File: config.mk
export PLATFORM = sky130hd
export DESIGN_NAME = psp_speed_ctrl
export DESIGN_NICKNAME = d
export VERILOG_FILES = /design/src/rtl/psp_pkg.sv /design/src/rtl/psp_speed_ctrl.sv /design/src/rtl/psp_pulse_acc.sv
export SDC_FILE = /design/constraint.sdc
export NUM_CORES = 1
export LEC_CHECK = 0
export BUFFER_PORTS_ARGS = -buffer_cell sky130_fd_sc_hd__buf_2
export CAP_MARGIN = 20
export CORE_ASPECT_RATIO = 1.1
export CORE_MARGIN = 2
export CORE_UTILIZATION = 40
export DETAILED_ROUTE_END_ITERATION = 6
export SLEW_MARGIN = 10
export SYNTH_ARGS = -nofsm -noshare
export SYNTH_HDL_FRONTEND = slang
export SYNTH_SLANG_ARGS = --single-unit
File: constraint.sdc
create_clock -name core_clk_i -period 9.85 [get_ports core_clk_i]
set_clock_uncertainty 0.15 [all_clocks]
set_input_delay 0.4925 -clock core_clk_i [delete_from_list [all_inputs] [get_ports core_clk_i]]
set_output_delay 0.4925 -clock core_clk_i [all_outputs]
set_load 0.05 [all_outputs]
File: src/rtl/psp_pkg.sv
package psp_pkg;

	// ==============================================
	// register offsets (byte addresses, APB word map)
	localparam logic [7:0] OFS_START_STEPS = 8'h00;
	localparam logic [7:0] OFS_RUN_STEPS = 8'h04;
	localparam logic [7:0] OFS_ACCEL_RATE = 8'h08;
	localparam logic [7:0] OFS_DECEL_RATE = 8'h0c;
	localparam logic [7:0] OFS_SPEED_SCALE = 8'h10;
	localparam logic [7:0] OFS_SLOWDOWN = 8'h14;
	localparam logic [7:0] OFS_ACCEL_BAND = 8'h18;
	localparam logic [7:0] OFS_DECEL_BAND = 8'h1c;
	localparam logic [7:0] OFS_MODE = 8'h20;
	localparam logic [7:0] OFS_FEED = 8'h24;
	localparam logic [7:0] OFS_CMD = 8'h28;
	localparam logic [7:0] OFS_STATUS = 8'h2c;
	localparam logic [7:0] OFS_REMAIN = 8'h30;

	// ==============================================
	// field positions
	localparam int unsigned MODE_SHAPE_BIT = 0;
	localparam int unsigned MODE_METHOD_BIT = 1;
	localparam int unsigned MODE_TRI_BIT = 2;
	localparam int unsigned CMD_LSB = 0;
	localparam int unsigned CMD_W = 3;
	localparam int unsigned STS_SPEED_LSB = 0;
	localparam int unsigned STS_STATE_LSB = 16;
	localparam int unsigned STS_BUSY_BIT = 20;

	// ==============================================
	// command codes
	localparam logic [2:0] CMD_START_LOW = 3'h1;
	localparam logic [2:0] CMD_START_HIGH = 3'h2;
	localparam logic [2:0] CMD_START_RAMP = 3'h3;
	localparam logic [2:0] CMD_STOP = 3'h4;
	localparam logic [2:0] CMD_SLOW_STOP = 3'h5;

	// ==============================================
	// reset values
	localparam logic [13:0] RST_START_STEPS = 14'h0001;
	localparam logic [13:0] RST_RUN_STEPS = 14'h0001;
	localparam logic [15:0] RST_ACCEL_RATE = 16'h0001;
	localparam logic [15:0] RST_DECEL_RATE = 16'h0000;
	localparam logic [11:0] RST_SPEED_SCALE = 12'h4af;
	localparam logic [23:0] RST_SLOWDOWN = 24'h000000;
	localparam logic [12:0] RST_BAND = 13'h0000;
	localparam logic [2:0] RST_MODE = 3'h0;

	// ==============================================
	// timing: one pulse per (scale+1)*2^14 units, ramp step shifts
	localparam int unsigned SCALE_SHIFT = 14;
	localparam int unsigned LIN_STEP_SHIFT = 1;
	localparam int unsigned S_STEP_SHIFT = 2;

	typedef enum logic [2:0] {
		ST_IDLE,
		ST_ACCEL,
		ST_RUN,
		ST_DECEL,
		ST_TAIL
	} psp_state_type;

endpackage : psp_pkg

File: src/rtl/psp_speed_ctrl.sv
// How it works
// - a zero decel rate means the accel rate is used for deceleration.
// - start speed is start steps times clock over (scale+1)*16384.
// - run speed is run steps times clock over (scale+1)*16384.
// - accel rate shapes the ramp up, decel rate the ramp down.
// - linear ramp up lasts (run-start)*(accel+1)*2 clocks.
// - full S-curve ramp up lasts (run-start)*(accel+1)*4 clocks.
// - partial S-curve ramp up lasts (run-start+2*band)*(accel+1)*2 clocks.
// - ramp down uses the same forms with decel rate and decel band.
// - magnification is clock over (scale+1)*16384.
// - automatic slow-down treats the slow-down register as a signed offset.
// - manual slow-down compares remaining pulses directly with the slow-down register.
// - accel band marks S-shaped ends of the ramp; zero means all S.
// - 13-bit decel band marks S-shaped ends of the ramp down.
`timescale 1ns/1ns
`default_nettype none
module psp_speed_ctrl import psp_pkg::*; #(
	parameter int unsigned FEED_W = 24
) (
	input wire logic core_clk_i,
	input wire logic rst_b_i,
	input wire logic [7:0] paddr_i,
	input wire logic psel_i,
	input wire logic penable_i,
	input wire logic pwrite_i,
	input wire logic [31:0] pwdata_i,
	output logic [31:0] prdata_o,
	output logic pready_o,
	output logic pslverr_o,
	output logic pulse_o,
	output logic busy_o
);
	if (FEED_W < 24 || FEED_W > 30) begin : g_chk
		$error("FEED_W must lie in 24..30");
	end

	// ==============================================
	// pending (software) registers
	logic [13:0] start_speed_pending, next_start_pend;
	logic [13:0] run_speed_pending, next_run_pend;
	logic [15:0] accel_rate_pending, next_accel_pend;
	logic [15:0] decel_rate_pending, next_decel_pend;
	logic [11:0] speed_scale_pending, next_scale_pend;
	logic [23:0] slowdown_point_pending, next_sdp_pend;
	logic [12:0] accel_band_pending, next_uband_pend;
	logic [12:0] decel_band_pending, next_dband_pend;
	logic [2:0] mode_pend, next_mode_pend;
	logic [FEED_W-1:0] feed_pend, next_feed_pend;
	logic [31:0] next_prdata;
	logic next_pready, next_pslverr;
	logic wr_en, cmd_wr, cmd_start, cmd_stop, cmd_slow;
	logic [2:0] cmd_code;

	// ==============================================
	// active registers and motion state
	logic [13:0] start_speed_steps, next_start;
	logic [13:0] run_speed_steps, next_run;
	logic [15:0] accel_rate, next_accel;
	logic [15:0] decel_rate, next_decel;
	logic [11:0] speed_scale, next_scale;
	logic [23:0] slowdown_point, next_sdp;
	logic [12:0] accel_curve_band, next_uband;
	logic [12:0] decel_curve_band, next_dband;
	logic curve_shape_select, next_shape;
	logic slowdown_method, next_method;
	logic triangle_keep, next_tri;
	logic ramp_mode, next_ramp_mode;
	logic feed_mode, next_feed_mode;
	psp_state_type state, next_state;
	logic [13:0] cur_speed, next_speed;
	logic [18:0] tick_cnt, next_tick;
	logic [FEED_W-1:0] remain, next_remain;
	logic [FEED_W-1:0] accel_cnt, next_acnt;
	logic next_busy;

	logic pulse;
	logic [15:0] rate_eff;
	logic [18:0] period;
	logic s_up, s_dn, s_zone;
	logic [14:0] start_plus_u, start_plus_d, cur_plus_u, cur_plus_d;
	logic sd_reached, sd_hit, feed_end;
	logic signed [FEED_W+1:0] rem_s, lim_s;
	logic signed [23:0] sdp_s;
	logic [26:0] thr;

	// ==============================================
	// apb decode
	always_comb begin
		wr_en = psel_i & penable_i & pready_o & pwrite_i;
		cmd_wr = wr_en & (paddr_i == OFS_CMD);
		cmd_code = pwdata_i[CMD_LSB +: CMD_W];
		cmd_start = cmd_wr & (state == ST_IDLE) & ((cmd_code == CMD_START_LOW) |
			(cmd_code == CMD_START_HIGH) | (cmd_code == CMD_START_RAMP));
		cmd_stop = cmd_wr & (cmd_code == CMD_STOP);
		cmd_slow = cmd_wr & (cmd_code == CMD_SLOW_STOP);
	end

	// ==============================================
	// register file and bus answer
	// one wait-free access phase: pready rises right after setup
	always_comb begin
		next_start_pend = start_speed_pending;
		next_run_pend = run_speed_pending;
		next_accel_pend = accel_rate_pending;
		next_decel_pend = decel_rate_pending;
		next_scale_pend = speed_scale_pending;
		next_sdp_pend = slowdown_point_pending;
		next_uband_pend = accel_band_pending;
		next_dband_pend = decel_band_pending;
		next_mode_pend = mode_pend;
		next_feed_pend = feed_pend;
		next_pready = psel_i & ~penable_i;
		next_pslverr = 1'b0;
		next_prdata = 32'h0;
		if (wr_en) begin
			case (paddr_i)
				OFS_START_STEPS: next_start_pend = pwdata_i[13:0];
				OFS_RUN_STEPS: next_run_pend = pwdata_i[13:0];
				OFS_ACCEL_RATE: next_accel_pend = pwdata_i[15:0];
				OFS_DECEL_RATE: next_decel_pend = pwdata_i[15:0];
				OFS_SPEED_SCALE: next_scale_pend = pwdata_i[11:0];
				OFS_SLOWDOWN: next_sdp_pend = pwdata_i[23:0];
				OFS_ACCEL_BAND: next_uband_pend = pwdata_i[12:0];
				OFS_DECEL_BAND: next_dband_pend = pwdata_i[12:0];
				OFS_MODE: next_mode_pend = pwdata_i[2:0];
				OFS_FEED: next_feed_pend = pwdata_i[FEED_W-1:0];
				default: next_mode_pend = mode_pend;
			endcase
		end
		if (psel_i & ~penable_i) begin
			case (paddr_i)
				OFS_START_STEPS: next_prdata = 32'(start_speed_pending);
				OFS_RUN_STEPS: next_prdata = 32'(run_speed_pending);
				OFS_ACCEL_RATE: next_prdata = 32'(accel_rate_pending);
				OFS_DECEL_RATE: next_prdata = 32'(decel_rate_pending);
				OFS_SPEED_SCALE: next_prdata = 32'(speed_scale_pending);
				OFS_SLOWDOWN: next_prdata = 32'(slowdown_point_pending);
				OFS_ACCEL_BAND: next_prdata = 32'(accel_band_pending);
				OFS_DECEL_BAND: next_prdata = 32'(decel_band_pending);
				OFS_MODE: next_prdata = 32'(mode_pend);
				OFS_FEED: next_prdata = 32'(feed_pend);
				OFS_CMD: next_prdata = 32'h0;
				OFS_STATUS: begin
					next_prdata[STS_SPEED_LSB +: 14] = cur_speed;
					next_prdata[STS_STATE_LSB +: 3] = state;
					next_prdata[STS_BUSY_BIT] = busy_o;
				end
				OFS_REMAIN: next_prdata = 32'(remain);
				default: next_pslverr = 1'b1;
			endcase
		end else begin
			next_pslverr = pslverr_o & psel_i;
			next_prdata = prdata_o;
		end
	end

	always_ff @(posedge core_clk_i or negedge rst_b_i) begin
		if (!rst_b_i) begin
			start_speed_pending <= RST_START_STEPS;
			run_speed_pending <= RST_RUN_STEPS;
			accel_rate_pending <= RST_ACCEL_RATE;
			decel_rate_pending <= RST_DECEL_RATE;
			speed_scale_pending <= RST_SPEED_SCALE;
			slowdown_point_pending <= RST_SLOWDOWN;
			accel_band_pending <= RST_BAND;
			decel_band_pending <= RST_BAND;
			mode_pend <= RST_MODE;
			feed_pend <= '0;
			prdata_o <= 32'h0;
			pready_o <= 1'b0;
			pslverr_o <= 1'b0;
		end else begin
			start_speed_pending <= next_start_pend;
			run_speed_pending <= next_run_pend;
			accel_rate_pending <= next_accel_pend;
			decel_rate_pending <= next_decel_pend;
			speed_scale_pending <= next_scale_pend;
			slowdown_point_pending <= next_sdp_pend;
			accel_band_pending <= next_uband_pend;
			decel_band_pending <= next_dband_pend;
			mode_pend <= next_mode_pend;
			feed_pend <= next_feed_pend;
			prdata_o <= next_prdata;
			pready_o <= next_pready;
			pslverr_o <= next_pslverr;
		end
	end

	// ==============================================
	// ramp timing and slow-down point
	always_comb begin
		rate_eff = accel_rate;
		if (state == ST_DECEL) begin
			rate_eff = (decel_rate == 16'h0) ? accel_rate : decel_rate;
		end
		start_plus_u = {1'b0, start_speed_steps} + {2'b0, accel_curve_band};
		start_plus_d = {1'b0, start_speed_steps} + {2'b0, decel_curve_band};
		cur_plus_u = {1'b0, cur_speed} + {2'b0, accel_curve_band};
		cur_plus_d = {1'b0, cur_speed} + {2'b0, decel_curve_band};
		// band zero: whole span is S-shaped; otherwise only the two ends
		s_up = curve_shape_select & ((accel_curve_band == 13'h0) |
			({1'b0, cur_speed} < start_plus_u) |
			(cur_plus_u >= {1'b0, run_speed_steps}));
		s_dn = curve_shape_select & ((decel_curve_band == 13'h0) |
			(cur_plus_d > {1'b0, run_speed_steps}) |
			({1'b0, cur_speed} <= start_plus_d));
		s_zone = (state == ST_DECEL) ? s_dn : s_up;
		// S zones step at half rate, doubling their share of ramp time
		period = ({3'h0, rate_eff} + 19'h1) << (s_zone ? S_STEP_SHIFT : LIN_STEP_SHIFT);
		sdp_s = $signed(slowdown_point);
		rem_s = $signed({2'b0, remain});
		lim_s = $signed({2'b0, accel_cnt}) + (FEED_W+2)'(sdp_s);
		if (slowdown_method) begin
			sd_reached = remain <= FEED_W'(slowdown_point);
		end else begin
			sd_reached = rem_s <= lim_s;
		end
		sd_hit = (ramp_mode & feed_mode & sd_reached) | cmd_slow;
		feed_end = feed_mode & pulse & (remain == FEED_W'(1));
		thr = {({1'b0, speed_scale} + 13'h1), SCALE_SHIFT'(0)};
	end

	// ==============================================
	// motion sequencer
	always_comb begin
		next_state = state;
		next_speed = cur_speed;
		next_tick = tick_cnt;
		next_remain = remain;
		next_acnt = accel_cnt;
		next_start = start_speed_steps;
		next_run = run_speed_steps;
		next_accel = accel_rate;
		next_decel = decel_rate;
		next_scale = speed_scale;
		next_sdp = slowdown_point;
		next_uband = accel_curve_band;
		next_dband = decel_curve_band;
		next_shape = curve_shape_select;
		next_method = slowdown_method;
		next_tri = triangle_keep;
		next_ramp_mode = ramp_mode;
		next_feed_mode = feed_mode;
		if (pulse && remain != '0) begin
			next_remain = remain - FEED_W'(1);
		end
		if (pulse && state == ST_ACCEL) begin
			next_acnt = accel_cnt + FEED_W'(1);
		end
		case (state)
			ST_IDLE: begin
				if (cmd_start) begin
					next_start = start_speed_pending;
					next_run = run_speed_pending;
					next_accel = accel_rate_pending;
					next_decel = decel_rate_pending;
					next_scale = speed_scale_pending;
					next_sdp = slowdown_point_pending;
					next_uband = accel_band_pending;
					next_dband = decel_band_pending;
					next_shape = mode_pend[MODE_SHAPE_BIT];
					next_method = mode_pend[MODE_METHOD_BIT];
					next_tri = mode_pend[MODE_TRI_BIT];
					next_remain = feed_pend;
					next_feed_mode = feed_pend != '0;
					next_acnt = '0;
					next_tick = 19'h0;
					next_ramp_mode = cmd_code == CMD_START_RAMP;
					next_state = (cmd_code == CMD_START_RAMP) ? ST_ACCEL : ST_RUN;
					next_speed = (cmd_code == CMD_START_HIGH) ?
						run_speed_pending : start_speed_pending;
				end
			end
			ST_ACCEL: begin
				if (sd_hit) begin
					next_state = ST_DECEL;
					next_tick = 19'h0;
				end else if (cur_speed >= run_speed_steps) begin
					next_state = ST_RUN;
				end else if (tick_cnt >= period - 19'h1) begin
					next_tick = 19'h0;
					next_speed = cur_speed + 14'h1;
				end else begin
					next_tick = tick_cnt + 19'h1;
				end
			end
			ST_RUN: begin
				if (sd_hit) begin
					next_state = ST_DECEL;
					next_tick = 19'h0;
				end
			end
			ST_DECEL: begin
				if (cur_speed <= start_speed_steps) begin
					next_speed = start_speed_steps;
					next_state = feed_mode ? ST_TAIL : ST_IDLE;
				end else if (tick_cnt >= period - 19'h1) begin
					next_tick = 19'h0;
					next_speed = cur_speed - 14'h1;
				end else begin
					next_tick = tick_cnt + 19'h1;
				end
			end
			ST_TAIL: next_state = ST_TAIL;
			default: next_state = ST_IDLE;
		endcase
		// a negative offset may end the feed above start speed
		if (feed_end || cmd_stop) begin
			next_state = ST_IDLE;
		end
		if (next_state == ST_IDLE) begin
			next_speed = 14'h0;
		end
		next_busy = next_state != ST_IDLE;
	end

	always_ff @(posedge core_clk_i or negedge rst_b_i) begin
		if (!rst_b_i) begin
			state <= ST_IDLE;
			cur_speed <= 14'h0;
			tick_cnt <= 19'h0;
			remain <= '0;
			accel_cnt <= '0;
			start_speed_steps <= RST_START_STEPS;
			run_speed_steps <= RST_RUN_STEPS;
			accel_rate <= RST_ACCEL_RATE;
			decel_rate <= RST_DECEL_RATE;
			speed_scale <= RST_SPEED_SCALE;
			slowdown_point <= RST_SLOWDOWN;
			accel_curve_band <= RST_BAND;
			decel_curve_band <= RST_BAND;
			curve_shape_select <= 1'b0;
			slowdown_method <= 1'b0;
			triangle_keep <= 1'b0;
			ramp_mode <= 1'b0;
			feed_mode <= 1'b0;
			busy_o <= 1'b0;
		end else begin
			state <= next_state;
			cur_speed <= next_speed;
			tick_cnt <= next_tick;
			remain <= next_remain;
			accel_cnt <= next_acnt;
			start_speed_steps <= next_start;
			run_speed_steps <= next_run;
			accel_rate <= next_accel;
			decel_rate <= next_decel;
			speed_scale <= next_scale;
			slowdown_point <= next_sdp;
			accel_curve_band <= next_uband;
			decel_curve_band <= next_dband;
			curve_shape_select <= next_shape;
			slowdown_method <= next_method;
			triangle_keep <= next_tri;
			ramp_mode <= next_ramp_mode;
			feed_mode <= next_feed_mode;
			busy_o <= next_busy;
		end
	end

	// ==============================================
	// pulse generator
	psp_pulse_acc #(
		.SPEED_W(14),
		.THR_W(27)
	) u_acc (
		.core_clk_i(core_clk_i),
		.rst_b_i(rst_b_i),
		.run_i(state != ST_IDLE),
		.speed_i(cur_speed),
		.thr_i(thr),
		.pulse_o(pulse)
	);

	always_comb begin
		pulse_o = pulse;
	end

	// ==============================================
	// checks
	AST_DECEL_SHARE: assert property (
		@(posedge core_clk_i) disable iff (!rst_b_i)
		(state == ST_DECEL && decel_rate == 16'h0 && !s_dn)
		|-> period == (({3'h0, accel_rate} + 19'h1) << 1)
	) else $error("zero decel rate did not fall back to accel rate");

	AST_LOW_START: assert property (
		@(posedge core_clk_i) disable iff (!rst_b_i)
		(cmd_start && cmd_code == CMD_START_LOW && !cmd_stop)
		|=> (state == ST_RUN && cur_speed == $past(start_speed_pending))
	) else $error("low start did not run at start speed");

	AST_HIGH_START: assert property (
		@(posedge core_clk_i) disable iff (!rst_b_i)
		(cmd_start && cmd_code == CMD_START_HIGH)
		|=> (state == ST_RUN && cur_speed == $past(run_speed_pending))
	) else $error("high start did not run at run speed");

	AST_RAMP_START: assert property (
		@(posedge core_clk_i) disable iff (!rst_b_i)
		(cmd_start && cmd_code == CMD_START_RAMP)
		|=> (state == ST_ACCEL && cur_speed == $past(start_speed_pending))
	) else $error("ramp start did not begin at start speed");

	AST_LIN_PERIOD: assert property (
		@(posedge core_clk_i) disable iff (!rst_b_i)
		(state == ST_ACCEL && !curve_shape_select)
		|-> period == (({3'h0, accel_rate} + 19'h1) << 1)
	) else $error("linear step period wrong");

	AST_FULL_S: assert property (
		@(posedge core_clk_i) disable iff (!rst_b_i)
		(state == ST_ACCEL && curve_shape_select && accel_curve_band == 13'h0)
		|-> period == (({3'h0, accel_rate} + 19'h1) << 2)
	) else $error("full S step period wrong");

	AST_PART_S_MID: assert property (
		@(posedge core_clk_i) disable iff (!rst_b_i)
		(state == ST_ACCEL && curve_shape_select && accel_curve_band != 13'h0 &&
		{1'b0, cur_speed} >= start_plus_u && cur_plus_u < {1'b0, run_speed_steps})
		|-> period == (({3'h0, accel_rate} + 19'h1) << 1)
	) else $error("partial S middle period wrong");

	AST_STEP_UP: assert property (
		@(posedge core_clk_i) disable iff (!rst_b_i)
		(state == ST_ACCEL && tick_cnt >= period - 19'h1 && cur_speed < run_speed_steps &&
		!sd_hit && !cmd_stop && !feed_end)
		|=> cur_speed == $past(cur_speed) + 14'h1
	) else $error("ramp step missed");

	AST_MANUAL_SD: assert property (
		@(posedge core_clk_i) disable iff (!rst_b_i)
		(state == ST_RUN && ramp_mode && feed_mode && slowdown_method &&
		remain <= FEED_W'(slowdown_point) && !cmd_stop && !feed_end)
		|=> state == ST_DECEL
	) else $error("manual slow-down point ignored");

	AST_PULSE_MOVING: assert property (
		@(posedge core_clk_i) disable iff (!rst_b_i)
		pulse_o |-> $past(state != ST_IDLE && cur_speed != 14'h0)
	) else $error("pulse while stopped");

endmodule : psp_speed_ctrl
`default_nettype wire

File: src/rtl/psp_pulse_acc.sv
`timescale 1ns/1ns
`default_nettype none
module psp_pulse_acc #(
	parameter int unsigned SPEED_W = 14,
	parameter int unsigned THR_W = 27
) (
	input wire logic core_clk_i,
	input wire logic rst_b_i,
	input wire logic run_i,
	input wire logic [SPEED_W-1:0] speed_i,
	input wire logic [THR_W-1:0] thr_i,
	output logic pulse_o
);
	if (THR_W <= SPEED_W) begin : g_chk
		$error("threshold must be wider than speed");
	end

	logic [THR_W-1:0] acc;
	logic [THR_W-1:0] next_acc;
	logic next_pulse;
	logic [THR_W:0] sum;

	// ==============================================
	// phase accumulator
	always_comb begin
		sum = {1'b0, acc} + (THR_W+1)'(speed_i);
		next_acc = '0;
		next_pulse = 1'b0;
		if (run_i) begin
			if (sum >= {1'b0, thr_i}) begin
				next_acc = THR_W'(sum - {1'b0, thr_i});
				next_pulse = 1'b1;
			end else begin
				next_acc = THR_W'(sum);
			end
		end
	end

	always_ff @(posedge core_clk_i or negedge rst_b_i) begin
		if (!rst_b_i) begin
			acc <= '0;
			pulse_o <= 1'b0;
		end else begin
			acc <= next_acc;
			pulse_o <= next_pulse;
		end
	end
endmodule : psp_pulse_acc
`default_nettype wire

==> metrics.txt <==
run status=finished, final reports clean; per-cell routed wire length=22.39 µm; Clock transition at path regs=0.07 ns; Max-Cap Viols=0; cell count after synthesis=3,117; Post-Route Utilization=0.4497; level count of the clock H-tree=2; commonest register cell after synthesis=sky130_fd_sc_hd__dfrtp_1; count of standard-cell rows=102; core footprint=0.07045 mm²; critical path startpoint=accel_curve_band[0]; proportion of register bits with asynchronous set or reset after synthesis=1.000; leakage dissipation=0.01516 µW; cell area power density=121.2 mW/mm²; delay of the slowest cell on the worst path=0.79 ns; Synth area leaders=sky130_fd_sc_hd__dfrtp_1 (35%), sky130_fd_sc_hd__ha_1 (12%), sky130_fd_sc_hd__mux2_2 (6.0%), sky130_fd_sc_hd__nand2_1 (5.7%), sky130_fd_sc_hd__xnor2_1 (3.2%); post-synth cell types=99; total global-route track usage=0.2507; routed length on met3=6068 µm; routability-driven placement congestion ratio=0.9412; Max VDD drop=0.1404 mV; number of warnings printed during yosys synthesis=0; number of sinks on the clock net=414; share of cells above drive strength 1=0.1303; number of port buffers=64; First-pass DRT Iterations=7; source of the worst register-to-register timing path=accel_curve_band[0]; Seq cells post-synth=414; die area=0.07334 mm²; setup-violating endpoint count in the final report=0; share of the synthesized area in the top cell type=0.3462; overall die width=258.4 µm; clock buffer depth=3; Top-Level Pins=81; worst slew margin relative to its limit=0.2948; Final min period=8.486 ns; startpoint type of the worst setup path=flip-flop; maximum number of pins on one net before global-route repair=207; fin. max-slew vios=0; CP max-delay cell=sky130_fd_sc_hd__a22oi_2; final net count=3,485; count of flip-flops with a built-in enable after synthesis=0; clock insertion delay at the later pin of the skew report=0.61 ns; sequential-to-total area share from yosys stat=0.3647; fmax=117.8 MHz; Critical Path Fanout Max=24; startpoint of the most critical hold path=pwdata_i[15]; type of the setup path with the least slack=reg -> reg; post-CTS resize count=0; count of buffer and inverter cells on the critical path=2; Area growth, synth to finish=11.25%; global-route wire length before repair=142,000 µm; part of the cycle the worst path needs=0.8615; starting density of the core=0.4042; cell area after synthesis=0.02848 mm²; routed length on met1=39,770 µm; transition time at the pin with the least slew margin=1.050 ns; via-per-instance ratio=5.847; global route total overflow=0; met2 wire len=42,700 µm; cell chosen for the clock root=sky130_fd_sc_hd__clkbuf_16; Top Metal Used=met5; Routed WL=92,830 µm; unrepaired setup endpoints after global routing=false; cell type with the highest aggregate area in the netlist=sky130_fd_sc_hd__dfrtp_1; final count of hold timing violations=0; number of DRC violations after detailed-routing iteration 0=2,128; antenna violations before repair=5; CP required=10.15 ns; chip height=283.8 µm; endpoint class of the critical path=flip-flop; DRC errors left=0; cell type group with the largest total delay on the critical path=compound AO/OA/AOI/OAI gates; sum of net half-perimeters after detailed placement=69,390 µm; data arrival time at the worst-slack endpoint=8.79 ns; mean post-synth cell area=9.136 µm²; post-route ant nets=0; Vias=24,241; worst hold path type=in -> reg; TritonCTS clock tree=done; accumulated negative setup slack=0 ns; total clock buffers created by CTS=48; via count of the first global-routing pass=23,443; buffer count from post-CTS setup fixing=0
[routing by layer]
layer,vias up,global-route usage
met1,11844,0.3318
met5,-,0
met4,10,0.1069
li1,11395,-
met3,191,0.03867
met2,801,0.4059
[stage by stage]
stage                     hold slack (ns)  cell area (µm²)  instances  power, µW  worst slack (ns)
after floorplan                   0.04691            28500       3124       1867             2.886
after global placement             0.3039            29880       4044       1969             1.471
after detailed placement           0.3062            29880       4044       1970             1.457
after CTS                         0.02716            31670       4144       3872             1.410
after global routing              0.06139            31680       4145       3952            0.7255
final                             0.06515            31680       4146       3838             1.364
[synthesized netlist by cell type (10+ instances only)]
cell and count:
sky130_fd_sc_hd__a2111oi_0 11, sky130_fd_sc_hd__a211o_1 13, sky130_fd_sc_hd__a211oi_1 25, sky130_fd_sc_hd__a21o_1 63, sky130_fd_sc_hd__a21oi_1 175, sky130_fd_sc_hd__a221oi_1 44, sky130_fd_sc_hd__a22o_1 41, sky130_fd_sc_hd__a22oi_1 18
sky130_fd_sc_hd__a31oi_1 37, sky130_fd_sc_hd__and2_1 23, sky130_fd_sc_hd__and3_1 48, sky130_fd_sc_hd__buf_2 10, sky130_fd_sc_hd__clkbuf_1 97, sky130_fd_sc_hd__dfrtp_1 394, sky130_fd_sc_hd__dfstp_2 20, sky130_fd_sc_hd__ha_1 263
sky130_fd_sc_hd__inv_1 143, sky130_fd_sc_hd__mux2_2 152, sky130_fd_sc_hd__mux2i_1 26, sky130_fd_sc_hd__nand2_1 430, sky130_fd_sc_hd__nand2b_1 30, sky130_fd_sc_hd__nand3_1 88, sky130_fd_sc_hd__nand4_1 46, sky130_fd_sc_hd__nor2_1 215
sky130_fd_sc_hd__nor2b_1 31, sky130_fd_sc_hd__nor3_1 61, sky130_fd_sc_hd__nor4_1 20, sky130_fd_sc_hd__o211ai_1 15, sky130_fd_sc_hd__o21a_1 21, sky130_fd_sc_hd__o21ai_0 138, sky130_fd_sc_hd__o21bai_1 26, sky130_fd_sc_hd__o221ai_1 11
sky130_fd_sc_hd__o31ai_1 11, sky130_fd_sc_hd__or2_2 10, sky130_fd_sc_hd__or3_1 23, sky130_fd_sc_hd__xnor2_1 103, sky130_fd_sc_hd__xor2_1 66
[path summary, 6_finish.rpt]
path | endpoint | slack, ns | cells past startpoint
setup / recovery | cur_speed[0] | 1.36 | 31
hold / removal | slowdown_point_pending[15] | 0.07 | 2
setup reg to reg | cur_speed[0] | 1.36 | 31
hold reg to reg | accel_rate[0] | 0.31 | 2
max in group asynchronous | start_speed_steps[6] | 7.18 | 4
min in group asynchronous | run_speed_steps[5] | 0.33 | 2
[state kept, by name (all words and copies together), names as in the netlist, 19 cells and up]
register / count
prdata_o: 24
sdp_s: 24
slowdown_point_pending: 24
u_acc.acc: 27
tick_cnt: 19
accel_cnt: 24
remain: 24
feed_pend: 24
[logic make-up after synthesis]
group           share of synthesized area
compound gates                     0.1761
xor+xnor                          0.05198
fa+ha+maj                          0.1205
buf+inv                           0.03774
flops                              0.3647
mux                               0.06925
other cells                     0.0002637
simple gates                       0.1795
[power breakdown]
| group | switching (µW) | total [µW] | internal [µW] |
|---|---|---|---|
| registers | 20.5 | 1740 | 1720 |
| logic | 154 | 205 | 51.5 |
| clock network | 792 | 1900 | 1100 |
[final cells by class]
cell class                      count  area (µm²)
Antenna cell                        1       2.502
Clock buffer                       62        1334
Clock inverter                     27       344.1
Fill cell                        6907       38770
Inverter                          143       536.8
Multi-Input combinational cell   2440       17080
Sequential cell                   414       10390
Tap cell                          936        1171
Timing Repair Buffer              123       823.3
[timing repair]
item | CTS | global route
hold endpoints to repair | 86 | 0
setup endpoints to repair | 0 | 0
hold buffers | 11 | 0
[layout by cell type (no fill, tap or decap), types with 10 or more instances in the layout]
| master | n |
|---|---|
| sky130_fd_sc_hd__buf_4 | 45 |
| sky130_fd_sc_hd__ha_1 | 263 |
| sky130_fd_sc_hd__dlygate4sd3_1 | 11 |
| sky130_fd_sc_hd__nand4_1 | 46 |
| sky130_fd_sc_hd__xnor2_1 | 103 |
| sky130_fd_sc_hd__o21a_1 | 21 |
| sky130_fd_sc_hd__nand2b_1 | 30 |
| sky130_fd_sc_hd__a31oi_1 | 37 |
| sky130_fd_sc_hd__nand3_1 | 88 |
| sky130_fd_sc_hd__nor4_1 | 20 |
| sky130_fd_sc_hd__nor2_1 | 211 |
| sky130_fd_sc_hd__buf_2 | 63 |
| sky130_fd_sc_hd__a21o_1 | 63 |
| sky130_fd_sc_hd__xor2_1 | 66 |
| sky130_fd_sc_hd__dfstp_2 | 20 |
| sky130_fd_sc_hd__a2111oi_0 | 10 |
| sky130_fd_sc_hd__nand2_1 | 430 |
| sky130_fd_sc_hd__inv_1 | 143 |
| sky130_fd_sc_hd__nor3_1 | 60 |
| sky130_fd_sc_hd__and3_1 | 48 |
| sky130_fd_sc_hd__o221ai_1 | 11 |
| sky130_fd_sc_hd__a221oi_1 | 44 |
| sky130_fd_sc_hd__and2_1 | 23 |
| sky130_fd_sc_hd__nor2b_1 | 30 |
| sky130_fd_sc_hd__o211ai_1 | 15 |
| sky130_fd_sc_hd__o21ai_0 | 137 |
| sky130_fd_sc_hd__a211o_1 | 13 |
| sky130_fd_sc_hd__a211oi_1 | 25 |
| sky130_fd_sc_hd__a22o_1 | 41 |
| sky130_fd_sc_hd__dfrtp_1 | 394 |
| sky130_fd_sc_hd__a22oi_1 | 17 |
| sky130_fd_sc_hd__a21oi_1 | 175 |
| sky130_fd_sc_hd__or3_1 | 23 |
| sky130_fd_sc_hd__o31ai_1 | 11 |
| sky130_fd_sc_hd__mux2_2 | 152 |
| sky130_fd_sc_hd__clkbuf_16 | 48 |
| sky130_fd_sc_hd__o21bai_1 | 26 |
| sky130_fd_sc_hd__mux2i_1 | 26 |
No activity file was read; power rests on OpenSTA's default activity.
